$ cat src/gpio_consts.svh
`ifndef GPIO_CONSTS_SVH
`define GPIO_CONSTS_SVH

// ----------------------------------------------------------------
// register byte offsets
// ----------------------------------------------------------------
`define GPIO_OFS_DIR      8'h00
`define GPIO_OFS_DIRSET   8'h04
`define GPIO_OFS_DIRCLR   8'h08
`define GPIO_OFS_DIRTGL   8'h0c
`define GPIO_OFS_OUT      8'h10
`define GPIO_OFS_OUTSET   8'h14
`define GPIO_OFS_OUTCLR   8'h18
`define GPIO_OFS_OUTTGL   8'h1c
`define GPIO_OFS_IN       8'h20
`define GPIO_OFS_INTMSK0  8'h24
`define GPIO_OFS_INTMSK1  8'h28
`define GPIO_OFS_INTFLG   8'h2c
`define GPIO_OFS_MPCSEL   8'h30
`define GPIO_OFS_PINCFG0  8'h40
`define GPIO_OFS_ROUTE    8'h60
`define GPIO_OFS_VPSEL    8'h64

// ----------------------------------------------------------------
// pin configuration word fields
// ----------------------------------------------------------------
`define GPIO_CFG_SENSE_LSB 0
`define GPIO_CFG_DRV_LSB   3
`define GPIO_CFG_INV_BIT   6
`define GPIO_CFG_SLEW_BIT  7
`define GPIO_CFG_RESET     8'h00

// ----------------------------------------------------------------
// route fields and routed pin numbers
// ----------------------------------------------------------------
`define GPIO_ROUTE_CLK_BIT 0
`define GPIO_ROUTE_EV7_BIT 1
`define GPIO_CLK_PIN       3'h7
`define GPIO_EV7_PIN       3'h6

`endif

$ cat src/gpio_pkg.sv
package gpio_pkg;
  // input sense selection
  typedef enum logic [2:0] {
    GPIO_SENSE_BOTH    = 3'h0,
    GPIO_SENSE_RISE    = 3'h1,
    GPIO_SENSE_FALL    = 3'h2,
    GPIO_SENSE_OFF     = 3'h3,
    GPIO_SENSE_LOW     = 3'h4
  } gpio_sense_t;

  // output driver / pull selection
  typedef enum logic [2:0] {
    GPIO_DRV_TOTEM     = 3'h0,
    GPIO_DRV_KEEPER    = 3'h1,
    GPIO_DRV_PULLDN    = 3'h2,
    GPIO_DRV_PULLUP    = 3'h3,
    GPIO_DRV_WOR       = 3'h4,
    GPIO_DRV_WAND      = 3'h5,
    GPIO_DRV_WOR_PD    = 3'h6,
    GPIO_DRV_WAND_PU   = 3'h7
  } gpio_drv_t;
endpackage

$ cat src/gpio_port.sv
// Added by the designer: the AXI4-Lite register port and the placing of the registers.
`timescale 1ns/1ps
`include "gpio_consts.svh"

module gpio_port #(
  parameter int NPINS = 8
) (
  // clock and reset
  input  wire logic             aclk,
  input  wire logic             aresetn,
  // axi4-lite write address
  input  wire logic [7:0]       s_axi_awaddr,
  input  wire logic             s_axi_awvalid,
  output logic                  s_axi_awready,
  // axi4-lite write data
  input  wire logic [31:0]      s_axi_wdata,
  input  wire logic [3:0]       s_axi_wstrb,
  input  wire logic             s_axi_wvalid,
  output logic                  s_axi_wready,
  // axi4-lite write response
  output logic [1:0]            s_axi_bresp,
  output logic                  s_axi_bvalid,
  input  wire logic             s_axi_bready,
  // axi4-lite read address
  input  wire logic [7:0]       s_axi_araddr,
  input  wire logic             s_axi_arvalid,
  output logic                  s_axi_arready,
  // axi4-lite read data
  output logic [31:0]           s_axi_rdata,
  output logic [1:0]            s_axi_rresp,
  output logic                  s_axi_rvalid,
  input  wire logic             s_axi_rready,
  // pads: value in, drive value, strong enable, weak pull
  input  wire logic [NPINS-1:0] pad_in,
  output logic      [NPINS-1:0] pad_out,
  output logic      [NPINS-1:0] pad_oe,
  output logic      [NPINS-1:0] pad_pull_en,
  output logic      [NPINS-1:0] pad_pull_up,
  output logic      [NPINS-1:0] pad_slew,
  // alternate functions from peripherals
  input  wire logic [NPINS-1:0] alt_en,
  input  wire logic [NPINS-1:0] alt_out,
  input  wire logic [NPINS-1:0] alt_oe,
  output logic      [NPINS-1:0] alt_in,
  // clock and event routing
  input  wire logic             periph_clk_out,
  input  wire logic             event_ch7,
  input  wire logic             port_clk_on,
  // interrupts, events, wake-up
  output logic                  irq0,
  output logic                  irq1,
  output logic      [NPINS-1:0] pin_event,
  output logic                  wake_async,
  // virtual port view
  output logic      [NPINS-1:0] vport_dir,
  output logic      [NPINS-1:0] vport_out,
  output logic      [NPINS-1:0] vport_in,
  output logic      [NPINS-1:0] vport_flags
);

  // ----------------------------------------------------------------
  // state
  // ----------------------------------------------------------------
  logic [NPINS-1:0] dir_r;
  logic [NPINS-1:0] out_r;
  logic [NPINS-1:0] msk0_r;
  logic [NPINS-1:0] msk1_r;
  logic [NPINS-1:0] flg0_r;
  logic [NPINS-1:0] flg1_r;
  logic [NPINS-1:0] mpc_r;
  logic [7:0]       cfg_r [NPINS];
  logic [1:0]       route_r;
  logic             vp_r;
  logic [NPINS-1:0] sync1_r;
  logic [NPINS-1:0] sync2_r;
  logic [NPINS-1:0] prev_r;
  logic [NPINS-1:0] keep_r;
  logic [NPINS-1:0] inv;
  logic [NPINS-1:0] pin_val;
  logic [NPINS-1:0] hit;
  logic [NPINS-1:0] hit_async;
  logic [NPINS-1:0] drv_val;
  logic [NPINS-1:0] drv_oe;

  // ----------------------------------------------------------------
  // functions
  // ----------------------------------------------------------------
  // sense evaluation of one pin given current and previous value
  function automatic logic sense_hit(input logic [7:0] cfg, input logic cur, input logic prv);
    gpio_pkg::gpio_sense_t s;
    s = gpio_pkg::gpio_sense_t'(cfg[`GPIO_CFG_SENSE_LSB +: 3]);
    case (s)
      gpio_pkg::GPIO_SENSE_BOTH: sense_hit = cur ^ prv;
      gpio_pkg::GPIO_SENSE_RISE: sense_hit = cur & ~prv;
      gpio_pkg::GPIO_SENSE_FALL: sense_hit = ~cur & prv;
      gpio_pkg::GPIO_SENSE_LOW:  sense_hit = ~cur;
      default:                   sense_hit = 1'b0;
    endcase
  endfunction

  // apply a set/clear/toggle style write
  function automatic logic [NPINS-1:0] sct(input logic [NPINS-1:0] v, input logic [NPINS-1:0] d,
                                           input logic [1:0] op);
    case (op)
      2'h1:    sct = v | d;
      2'h2:    sct = v & ~d;
      2'h3:    sct = v ^ d;
      default: sct = d;
    endcase
  endfunction

  // ----------------------------------------------------------------
  // axi4-lite slave
  // ----------------------------------------------------------------
  logic       aw_have_r;
  logic       w_have_r;
  logic [7:0] aw_addr_r;
  logic [31:0] w_data_r;
  logic       w_lane0_r;
  logic       wr_go;
  logic       wr_ok;
  logic [7:0] wa;
  logic [NPINS-1:0] wd;

  assign s_axi_awready = ~aw_have_r & ~s_axi_bvalid;
  assign s_axi_wready  = ~w_have_r & ~s_axi_bvalid;
  assign wr_go         = aw_have_r & w_have_r & ~s_axi_bvalid;
  assign wa            = aw_addr_r;
  assign wd            = w_data_r[NPINS-1:0];

  // capture address and data in either order
  always_ff @(posedge aclk) begin
    if (!aresetn) begin
      aw_have_r <= 1'b0;
      w_have_r  <= 1'b0;
      aw_addr_r <= 8'h00;
      w_data_r  <= 32'h0000_0000;
      w_lane0_r <= 1'b0;
    end else begin
      if (s_axi_awvalid && s_axi_awready) begin
        aw_have_r <= 1'b1;
        aw_addr_r <= {s_axi_awaddr[7:2], 2'b00};
      end else if (wr_go) begin
        aw_have_r <= 1'b0;
      end
      if (s_axi_wvalid && s_axi_wready) begin
        w_have_r  <= 1'b1;
        w_data_r  <= s_axi_wdata;
        w_lane0_r <= s_axi_wstrb[0];
      end else if (wr_go) begin
        w_have_r <= 1'b0;
      end
    end
  end

  // decode writable addresses
  always_comb begin
    wr_ok = 1'b1;
    if (wa >= `GPIO_OFS_PINCFG0 && wa < `GPIO_OFS_PINCFG0 + 8'(4*NPINS)) wr_ok = 1'b1;
    else case (wa)
      `GPIO_OFS_DIR, `GPIO_OFS_DIRSET, `GPIO_OFS_DIRCLR, `GPIO_OFS_DIRTGL,
      `GPIO_OFS_OUT, `GPIO_OFS_OUTSET, `GPIO_OFS_OUTCLR, `GPIO_OFS_OUTTGL,
      `GPIO_OFS_IN, `GPIO_OFS_INTMSK0, `GPIO_OFS_INTMSK1, `GPIO_OFS_INTFLG,
      `GPIO_OFS_MPCSEL, `GPIO_OFS_ROUTE, `GPIO_OFS_VPSEL: wr_ok = 1'b1;
      default: wr_ok = 1'b0;
    endcase
  end

  // write response
  always_ff @(posedge aclk) begin
    if (!aresetn) begin
      s_axi_bvalid <= 1'b0;
      s_axi_bresp  <= 2'b00;
    end else if (wr_go) begin
      s_axi_bvalid <= 1'b1;
      s_axi_bresp  <= wr_ok ? 2'b00 : 2'b10;
    end else if (s_axi_bready) begin
      s_axi_bvalid <= 1'b0;
    end
  end

  // ----------------------------------------------------------------
  // control registers
  // ----------------------------------------------------------------
  logic wen;
  assign wen = wr_go & w_lane0_r;

  // direction and output with set/clear/toggle companions
  always_ff @(posedge aclk) begin
    if (!aresetn) begin
      dir_r <= '0;
      out_r <= '0;
    end else if (wen) begin
      if (wa >= `GPIO_OFS_DIR && wa <= `GPIO_OFS_DIRTGL)
        dir_r <= sct(dir_r, wd, wa[3:2]);
      if (wa >= `GPIO_OFS_OUT && wa <= `GPIO_OFS_OUTTGL)
        out_r <= sct(out_r, wd, wa[3:2]);
    end
  end

  // masks, multi-pin select, routing, virtual port
  always_ff @(posedge aclk) begin
    if (!aresetn) begin
      msk0_r  <= '0;
      msk1_r  <= '0;
      mpc_r   <= '0;
      route_r <= 2'h0;
      vp_r    <= 1'b0;
    end else if (wen) begin
      if (wa == `GPIO_OFS_INTMSK0) msk0_r <= wd;
      if (wa == `GPIO_OFS_INTMSK1) msk1_r <= wd;
      if (wa == `GPIO_OFS_MPCSEL)  mpc_r  <= wd;
      if (wa == `GPIO_OFS_ROUTE)   route_r <= w_data_r[1:0];
      if (wa == `GPIO_OFS_VPSEL)   vp_r   <= w_data_r[0];
    end
  end

  // per-pin configuration; a write to any pin slot also updates every pin set in the multi-pin selection
  always_ff @(posedge aclk) begin
    if (!aresetn) begin
      for (int i = 0; i < NPINS; i++) cfg_r[i] <= `GPIO_CFG_RESET;
    end else if (wen && wa >= `GPIO_OFS_PINCFG0 && wa < `GPIO_OFS_PINCFG0 + 8'(4*NPINS)) begin
      for (int i = 0; i < NPINS; i++) begin
        if (wa[4:2] == 3'(i) || mpc_r[i]) cfg_r[i] <= w_data_r[7:0];
      end
    end
  end

  // ----------------------------------------------------------------
  // input path and sensing
  // ----------------------------------------------------------------
  always_comb begin
    for (int i = 0; i < NPINS; i++) inv[i] = cfg_r[i][`GPIO_CFG_INV_BIT];
  end

  // two-stage synchroniser, then previous-sample register
  always_ff @(posedge aclk) begin
    if (!aresetn) begin
      sync1_r <= '0;
      sync2_r <= '0;
      prev_r  <= '0;
    end else begin
      sync1_r <= pad_in;
      sync2_r <= sync1_r;
      prev_r  <= pin_val;
    end
  end

  assign pin_val = sync2_r ^ inv;
  assign alt_in  = pin_val;

  // per-pin sense results, synchronous and asynchronous paths
  always_comb begin
    for (int i = 0; i < NPINS; i++) begin
      hit[i]       = sense_hit(cfg_r[i], pin_val[i], prev_r[i]);
      hit_async[i] = sense_hit(cfg_r[i], pad_in[i] ^ inv[i], prev_r[i]);
    end
  end

  assign pin_event  = hit;
  assign wake_async = ~port_clk_on & |(hit_async & (msk0_r | msk1_r));

  // sticky interrupt flags; set wins over a write-one clear
  always_ff @(posedge aclk) begin
    if (!aresetn) begin
      flg0_r <= '0;
      flg1_r <= '0;
    end else begin
      for (int i = 0; i < NPINS; i++) begin
        if (hit[i] && msk0_r[i]) flg0_r[i] <= 1'b1;
        else if (wen && wa == `GPIO_OFS_INTFLG && wd[i]) flg0_r[i] <= 1'b0;
        if (hit[i] && msk1_r[i]) flg1_r[i] <= 1'b1;
        else if (wen && wa == `GPIO_OFS_INTFLG && w_data_r[8+i]) flg1_r[i] <= 1'b0;
      end
    end
  end

  assign irq0 = |flg0_r;
  assign irq1 = |flg1_r;

  // ----------------------------------------------------------------
  // output path
  // ----------------------------------------------------------------
  // value and enable before driver mode, with alternate and routed sources
  always_comb begin
    for (int i = 0; i < NPINS; i++) begin
      drv_val[i] = out_r[i];
      drv_oe[i]  = dir_r[i];
      if (alt_en[i]) begin
        drv_val[i] = alt_out[i];
        drv_oe[i]  = alt_oe[i];
      end
      if (route_r[`GPIO_ROUTE_CLK_BIT] && 3'(i) == `GPIO_CLK_PIN) begin
        drv_val[i] = periph_clk_out;
        drv_oe[i]  = 1'b1;
      end
      if (route_r[`GPIO_ROUTE_EV7_BIT] && 3'(i) == `GPIO_EV7_PIN) begin
        drv_val[i] = event_ch7;
        drv_oe[i]  = 1'b1;
      end
      drv_val[i] = drv_val[i] ^ inv[i];
    end
  end

  // bus keeper remembers last pad level
  always_ff @(posedge aclk) begin
    if (!aresetn) keep_r <= '0;
    else          keep_r <= sync2_r;
  end

  // driver modes
  always_comb begin
    gpio_pkg::gpio_drv_t m;
    m = gpio_pkg::GPIO_DRV_TOTEM;
    for (int i = 0; i < NPINS; i++) begin
      m = gpio_pkg::gpio_drv_t'(cfg_r[i][`GPIO_CFG_DRV_LSB +: 3]);
      pad_out[i]     = drv_val[i];
      pad_oe[i]      = drv_oe[i];
      pad_pull_en[i] = 1'b0;
      pad_pull_up[i] = 1'b0;
      pad_slew[i]    = cfg_r[i][`GPIO_CFG_SLEW_BIT];
      case (m)
        gpio_pkg::GPIO_DRV_TOTEM: ;
        gpio_pkg::GPIO_DRV_KEEPER: begin
          pad_pull_en[i] = ~drv_oe[i];
          pad_pull_up[i] = keep_r[i];
        end
        gpio_pkg::GPIO_DRV_PULLDN: pad_pull_en[i] = ~drv_oe[i];
        gpio_pkg::GPIO_DRV_PULLUP: begin
          pad_pull_en[i] = ~drv_oe[i];
          pad_pull_up[i] = 1'b1;
        end
        gpio_pkg::GPIO_DRV_WOR: pad_oe[i] = drv_oe[i] & drv_val[i];
        gpio_pkg::GPIO_DRV_WAND: pad_oe[i] = drv_oe[i] & ~drv_val[i];
        gpio_pkg::GPIO_DRV_WOR_PD: begin
          pad_oe[i]      = drv_oe[i] & drv_val[i];
          pad_pull_en[i] = 1'b1;
        end
        gpio_pkg::GPIO_DRV_WAND_PU: begin
          pad_oe[i]      = drv_oe[i] & ~drv_val[i];
          pad_pull_en[i] = 1'b1;
          pad_pull_up[i] = 1'b1;
        end
        default: ;
      endcase
    end
  end

  // ----------------------------------------------------------------
  // virtual port and read path
  // ----------------------------------------------------------------
  assign vport_dir   = vp_r ? dir_r : '0;
  assign vport_out   = vp_r ? out_r : '0;
  assign vport_in    = vp_r ? pin_val : '0;
  assign vport_flags = vp_r ? (flg0_r | flg1_r) : '0;

  logic [31:0] rd;
  always_comb begin
    rd = 32'h0000_0000;
    if (s_axi_araddr >= `GPIO_OFS_PINCFG0 && s_axi_araddr < `GPIO_OFS_PINCFG0 + 8'(4*NPINS))
      rd[7:0] = cfg_r[s_axi_araddr[4:2]];
    else case ({s_axi_araddr[7:2], 2'b00})
      `GPIO_OFS_DIR:     rd[NPINS-1:0] = dir_r;
      `GPIO_OFS_OUT:     rd[NPINS-1:0] = out_r;
      `GPIO_OFS_IN:      rd[NPINS-1:0] = pin_val;
      `GPIO_OFS_INTMSK0: rd[NPINS-1:0] = msk0_r;
      `GPIO_OFS_INTMSK1: rd[NPINS-1:0] = msk1_r;
      `GPIO_OFS_INTFLG:  rd[15:0] = {flg1_r, flg0_r};
      `GPIO_OFS_MPCSEL:  rd[NPINS-1:0] = mpc_r;
      `GPIO_OFS_ROUTE:   rd[1:0] = route_r;
      `GPIO_OFS_VPSEL:   rd[0] = vp_r;
      default:           rd = 32'h0000_0000;
    endcase
  end

  assign s_axi_arready = ~s_axi_rvalid;

  // read data register
  always_ff @(posedge aclk) begin
    if (!aresetn) begin
      s_axi_rvalid <= 1'b0;
      s_axi_rdata  <= 32'h0000_0000;
      s_axi_rresp  <= 2'b00;
    end else if (s_axi_arvalid && s_axi_arready) begin
      s_axi_rvalid <= 1'b1;
      s_axi_rdata  <= rd;
      s_axi_rresp  <= 2'b00;
    end else if (s_axi_rready) begin
      s_axi_rvalid <= 1'b0;
    end
  end

  // ----------------------------------------------------------------
  // assertions
  // ----------------------------------------------------------------
  a_flag_set_irq: assert property (@(posedge aclk) disable iff (!aresetn)
    (|(hit & msk0_r)) |=> irq0) else $error("irq0 not raised");
  a_dir_set_op: assert property (@(posedge aclk) disable iff (!aresetn)
    (wen && wa == `GPIO_OFS_DIRSET) |=> ((dir_r & $past(wd)) == $past(wd))) else $error("dirset failed");
  a_out_tgl_op: assert property (@(posedge aclk) disable iff (!aresetn)
    (wen && wa == `GPIO_OFS_OUTTGL) |=> (out_r == ($past(out_r) ^ $past(wd)))) else $error("outtgl failed");
  a_in_inv_path: assert property (@(posedge aclk) disable iff (!aresetn)
    $past(aresetn, 2) |-> (pin_val == ($past(pad_in, 2) ^ inv))) else $error("input inversion wrong");
  a_out_inv_totem: assert property (@(posedge aclk) disable iff (!aresetn)
    (!alt_en[0] && route_r == 2'h0 && cfg_r[0][5:3] == 3'h0) |-> (pad_out[0] == (out_r[0] ^ inv[0])))
    else $error("output inversion wrong");
  a_edge_rise: assert property (@(posedge aclk) disable iff (!aresetn)
    (cfg_r[1][2:0] == 3'h1 && pin_val[1] && !prev_r[1]) |-> pin_event[1]) else $error("rise missed");
  a_irq_off_mask: assert property (@(posedge aclk) disable iff (!aresetn)
    (msk1_r == '0 && flg1_r == '0) |=> !irq1) else $error("irq1 without source");
  a_wake_clkon: assert property (@(posedge aclk) disable iff (!aresetn)
    port_clk_on |-> !wake_async) else $error("async wake with clock on");
  a_wand_drive: assert property (@(posedge aclk) disable iff (!aresetn)
    (cfg_r[4][5:3] == 3'h5 && drv_val[4]) |-> !pad_oe[4]) else $error("wired-and drove high");

endmodule

$ cat config.mk
export PLATFORM = sky130hd
export DESIGN_NAME = gpio_port
export DESIGN_NICKNAME = d
export VERILOG_FILES = /design/src/gpio_pkg.sv /design/src/gpio_port.sv
export VERILOG_INCLUDE_DIRS = /design/src
export SDC_FILE = /design/constraint.sdc
export NUM_CORES = 1
export LEC_CHECK = 0
export ABC_AREA = 0
export BUFFER_PORTS_ARGS = -buffer_cell sky130_fd_sc_hd__buf_4
export CORE_UTILIZATION = 30
export DETAILED_ROUTE_END_ITERATION = 6
export PLACE_DENSITY = 0.48
export SLEW_MARGIN = 20
export SYNTH_ARGS = -nofsm -noshare
export SYNTH_HDL_FRONTEND = slang
export SYNTH_SLANG_ARGS = --single-unit
$ cat constraint.sdc
create_clock -name aclk -period 3.2 [get_ports aclk]
set_input_delay 0.48 -clock aclk [delete_from_list [all_inputs] [get_ports aclk]]
set_output_delay 0.48 -clock aclk [all_outputs]
set_load 0.02 [all_outputs]
# ---- Yosys cells after proc, flatten, opt, wreduce, memory -nomap -nowiden
# Memory sizes are Yosys's and may differ from the RTL's.
# Index checks and enable logic that the tools add are counted.
dict set report totals {
  n_memories 1
  ff_bits 152
  elab_cells 594
  in_bits 94
  ramBits 64
}
# memory words word_bits read_ports rd_clocked_by_memory_dff wr line
set mem_list {}
lappend mem_list {cfg_r 8 8 9 0 8 gpio_port.sv:71} ;# logic [7:0] cfg_r [NPINS];
dict set report op_classes {
  n_reduce_logical 132
  n_lt_le_gt_ge 8
  bitwise_logic 150
  n_mux 155
  eq_ne 112
}
# op count
set ops {}
lappend ops {{== test 3 bit (second input constant)} 44}
lappend ops {{two-way mux 8 bit} 15}
lappend ops {{two-way mux 1 bit} 94}
lappend ops {{== test 3 x 2 -> 1 bit (second input constant)} 26}
lappend ops {{one-hot mux 1 bit (4 select lines)} 16}
lappend ops {{OR reduction 2 bit} 32}
lappend ops {{== test 6 x 4 -> 1 bit (second input constant)} 10}
lappend ops {{AND 1 bit} 54}
lappend ops {{== test 3 x 1 -> 1 bit (second input constant)} 17}
lappend ops {{one-hot mux 1 bit (2 select lines)} 24}
lappend ops {{one-hot mux 8 bit (3 select lines)} 2}
lappend ops {{NOT 1 bit} 45}
lappend ops {{logical AND 1 bit} 42}
lappend ops {{one-hot mux 6 bit (7 select lines)} 1}
lappend ops {{nonzero test 2 bit} 20}
lappend ops {{OR 8 bit} 4}
lappend ops {{bitwise XOR 1 bit} 32}
lappend ops {{== test 6 x 3 -> 1 bit (second input constant)} 5}
lappend ops {{zero test 3 bit} 9}
lappend ops {{AND 8 bit} 3}
lappend ops {{== test 6 x 5 -> 1 bit (second input constant)} 4}
lappend ops {{OR reduction 3 bit} 8}
lappend ops {{OR reduction 8 bit} 3}
lappend ops {{bitwise XOR 8 bit} 3}
lappend ops {{20 further kinds} 44}

# ---- Logic depth before layout (Yosys ltp)
dict set report logic_depth {
  ltp_word 9
  depth_mapped 8
}

# ---- Worst setup path after synthesis
# Ideal clock, no wire load.
dict set report synth_path {
  kind {reg2out}
  start {memory cfg_r[1][6]}
  end {output pin_event[1]}
  path_stages_with_launch 6
  slack_ps 515
  t_arrival_ps 2205
  cell_sequence {edfxtp_1 xor2_1 ha_1 nor2b_1 o31a_1 o21ai_0}
}
# element line
set synth_rtl {}
lappend synth_rtl {{start, declared} gpio_port.sv:71}
lappend synth_rtl {{end, declared} gpio_port.sv:52} ;# output logic [NPINS-1:0] pin_event,

==> metrics.log <==
INFO  metric worst-setup-path-type = reg2out
INFO  metric routed_wire_length_per_instance = 21.2 um
INFO  metric hold_ws = between 200 and 250 ps
INFO  metric rsz0062_at_grt = true
INFO  metric timing.slew.headroom = 0.383
INFO  metric timing_hold_violations_final = 0
INFO  metric setup_slack = -104 ps
INFO  metric slew_violations = 0
INFO  metric detail_route.drc_violations = 0
INFO  metric row_count = a little over 70
INFO  metric synth.yosys.seq_area_share = 0.404
INFO  metric synthFlopType = dfxtp_1
INFO  metric syn_avg_cell_area = 9.26 sq um
INFO  metric timing.critical_path.arrival = about 2800 ps
INFO  metric cts_buffers = 17
INFO  metric final.setup_skew = roughly 12 ps
INFO  metric final-setup-viol-count = 2
INFO  metric synthArstFlopShare = 0
INFO  metric routed_wl = around 41 mm
INFO  metric antenna_found_initial = 2
INFO  metric cts_root_buffer = clkbuf_16
INFO  metric finalWorstPathRequiredPeriod = approximately 3300 ps
INFO  metric cp-end-kind = output port
INFO  metric regMostFlops = cfg_r
INFO  metric drt_pass1_iterations = 6
INFO  metric dr_total_vias = around 9700
INFO  metric core_region_area = roughly 38000 sq um
INFO  metric groute.layer.met1.usage = 0.280
INFO  metric required_time_of_the_critical_path = about 2700 ps
INFO  metric reg2reg_from = cfg_r[7][6]
INFO  metric crit_start = cfg_r[1][6]
INFO  metric tritoncts = built
INFO  metric worstHoldPathType = in2reg
INFO  metric most_crowded_layer_gr = met2
INFO  metric max_ffs_per_register = between 60 and 70
INFO  metric critical_path_peak_fanout = 2
INFO  metric global_route.overflow_total = 0
INFO  metric synth.ff_latch_count = 199
INFO  metric violated_checks = setup timing
INFO  metric utilization = 0.376
INFO  metric power.leakage = about 0.0058 uW
INFO  metric holdBufCountCts = 0
INFO  metric endpoint = wake_async
INFO  metric max_cap_violations = 0
INFO  metric clock_latency = ~470 ps
INFO  metric r2r.worst_path.cells = 8
INFO  metric synth_instances = around 1200
INFO  metric design.final.nets = between 1500 and 2000
INFO  metric nFillCells = a little under 4000
INFO  metric grt_util_met3 = 0.0393
INFO  metric grt_start_max_net_pins = 63
INFO  metric portion_of_synthesized_cell_area_occupied_by_the_leading_cell_type = 0.236
INFO  metric cts_max_level = 4
INFO  metric totalPowerFinal = roughly 6000 uW
INFO  metric pin_count = roughly 230
INFO  metric clkTransAtPathRegs = roughly 80 ps
INFO  metric finalCritPeriodShare = 1.03
INFO  metric post_detail_place_hpwl = between 30 and 40 mm
INFO  metric grt_pass1_wl = between 50 and 60 mm
INFO  metric die_height = between 150 and 200 um
INFO  metric final_layout_size_suffix_gt1_frac = 0.218
INFO  metric outcome = finished, violations left
INFO  metric setup_slack_of_the_worst_register_to_register_path = approximately 720 ps
INFO  metric grt_pass1_vias = 9229
INFO  metric post-place-ws = -210 ps
INFO  metric cts.sinks = 199
INFO  metric synth_warnings = 0
INFO  metric cellPowerDensity = around 430 nW/um^2
INFO  metric io_buffer_count = roughly 180
INFO  metric starting_density_of_the_core = 0.305
INFO  metric via_per_inst = roughly 5.0
INFO  metric registers_with_the_most_flip_flops = cfg_r x64, s_axi_rdata x16, w_data_r x16
INFO  metric yosys.area.top_type = dfxtp_1
INFO  metric syn_area = about 11000 sq um
INFO  metric timing_worst_slew_pin_value = 913 ps
INFO  metric grt.total_usage = 0.212
INFO  metric global_route.usage.met2 = 0.349
INFO  metric fmax = approximately 0.30 GHz
INFO  metric initialDrtViolationCount = 711
INFO  metric finalWeightedCongestion = 0.894
INFO  metric synthTopCellsByArea = dfxtp_1, edfxtp_1, ha_1, nand2_1, mux2i_1
INFO  metric clock_path_buffers = 2
INFO  metric dieWidth = a little under 200 um
INFO  metric dieArea = a little under 40000 sq um
INFO  metric synth_cell_types = 64
INFO  metric area_growth_syn_to_layout = 23.4%
INFO  metric synth_edf_count = 64
INFO  metric r2r_end = flg1_r[7]
INFO  metric vdd.ir_drop.worst = ~0.39 mV
INFO  metric drt.antenna.violating_nets = 0
INFO  metric cp-start-kind = register
-- power breakdown --
part | internal [uW] | switching [uW] | leakage [uW]
Sequential | 2690 | 98.0 | 0.00176
Clock | 1240 | 1060 | 0.000285
Combinational | 381 | 549 | 0.00375
-- critical path: stages (launching register included) --
cell	delay [ps]
edfxtp_1	440
xnor2_2	180
buf_4	140
ha_1	170
nor4bb_1	140
o32a_1	390
a2111oi_4	380
buf_4	180
a41oi_2	130
buf_4	210
-- layer usage --
layer  wire (um)  share of wire  up-vias
met5          13        0.00032        -
met4        1040          0.025        2
met3        2380          0.058       53
met2       19500           0.47      297
met1       18300           0.44     4688
li1            -              -     4622
-- kinds of logic (layout without fill, tap and decap cells) --
kind of cell	Yosys count	in the layout	synth area share
AND/OR/NAND/NOR	412	412	0.185
AO/OA/AOI/OAI	291	291	0.176
flip-flops	199	199	0.404
buffers and inverters	167	340	0.0660
multiplexers	71	71	0.0741
adder cells (fa/ha/maj)	64	64	0.0699
XOR/XNOR	32	32	0.0245
other	1	20	0.000328
-- final cells by class --
type | count | area [sq um] | share of cell area
tap | 511 | 639 | 0.0453
inverter | 74 | 278 | 0.0197
sequential | 199 | 4630 | 0.327
timing repair buffer | 234 | 1760 | 0.124
clock inverter | 14 | 171 | 0.0121
clock buffer | 18 | 429 | 0.0304
antenna | 1 | 2.50 | 0.000177
multi-input combinational | 889 | 6220 | 0.441
-- timing repair --
item,4_1_cts,5_1_grt
resized for setup,11,2
pin swaps,6,3
setup buffers,3,1
setup endpoints to repair,4,2
-- worst min-delay path by stage --
stage                     from         end  slack (ps)  cells past startpoint
finish               pad_in[2]  sync1_r[2]         250                      2
global route         pad_in[0]  sync1_r[0]         240                      2
CTS                  pad_in[2]  sync1_r[2]         230                      2
detailed placement  sync1_r[5]  sync2_r[5]         420                      1
global placement    sync1_r[1]  sync2_r[1]         410                      1
floorplan           sync1_r[0]  sync2_r[0]         410                      1
-- stage by stage --
step | cell area, sq um | std cells | TNS [ps]
after floorplan | 11500 | 1255 | 0
after global placement | 13400 | 1903 | -170
after detailed placement | 13400 | 1903 | -210
after CTS | 14100 | 1938 | -176
after global routing | 14100 | 1939 | -350
final | 14100 | 1940 | -202
-- cell usage after synthesis, types with 12 or more instances --
master / count
nand2_1: 139
dfxtp_1: 135
nor2_1: 78
inv_1: 74
edfxtp_1: 64
ha_1: 64
o21ai_0: 60
and2_1: 59
nor2b_1: 57
mux2i_1: 51
clkbuf_1: 49
a21boi_0: 45
a21oi_1: 39
buf_4: 29
nand3_1: 25
xnor2_1: 20
o211a_1: 17
o21a_1: 17
o211ai_1: 16
a22oi_1: 13
xor2_1: 12
-- cells in the final DEF (no fill, tap or decap), drive strengths merged, types with 10 or more instances in the layout --
cell type,n
nor2b,57
clkbuf,18
o211a,17
nand2,139
a21boi,54
o21a,17
buf,234
mux2i,51
o21ai,65
o211ai,16
xor2,12
edfxtp,64
inv,79
ha,64
mux4,10
a31oi,10
nor2,78
nand3,26
dfxtp,135
a221oi,10
a21oi,39
mux2,10
a22oi,13
and2,59
xnor2,20
conb,19
(Power assumes the default switching activity.)
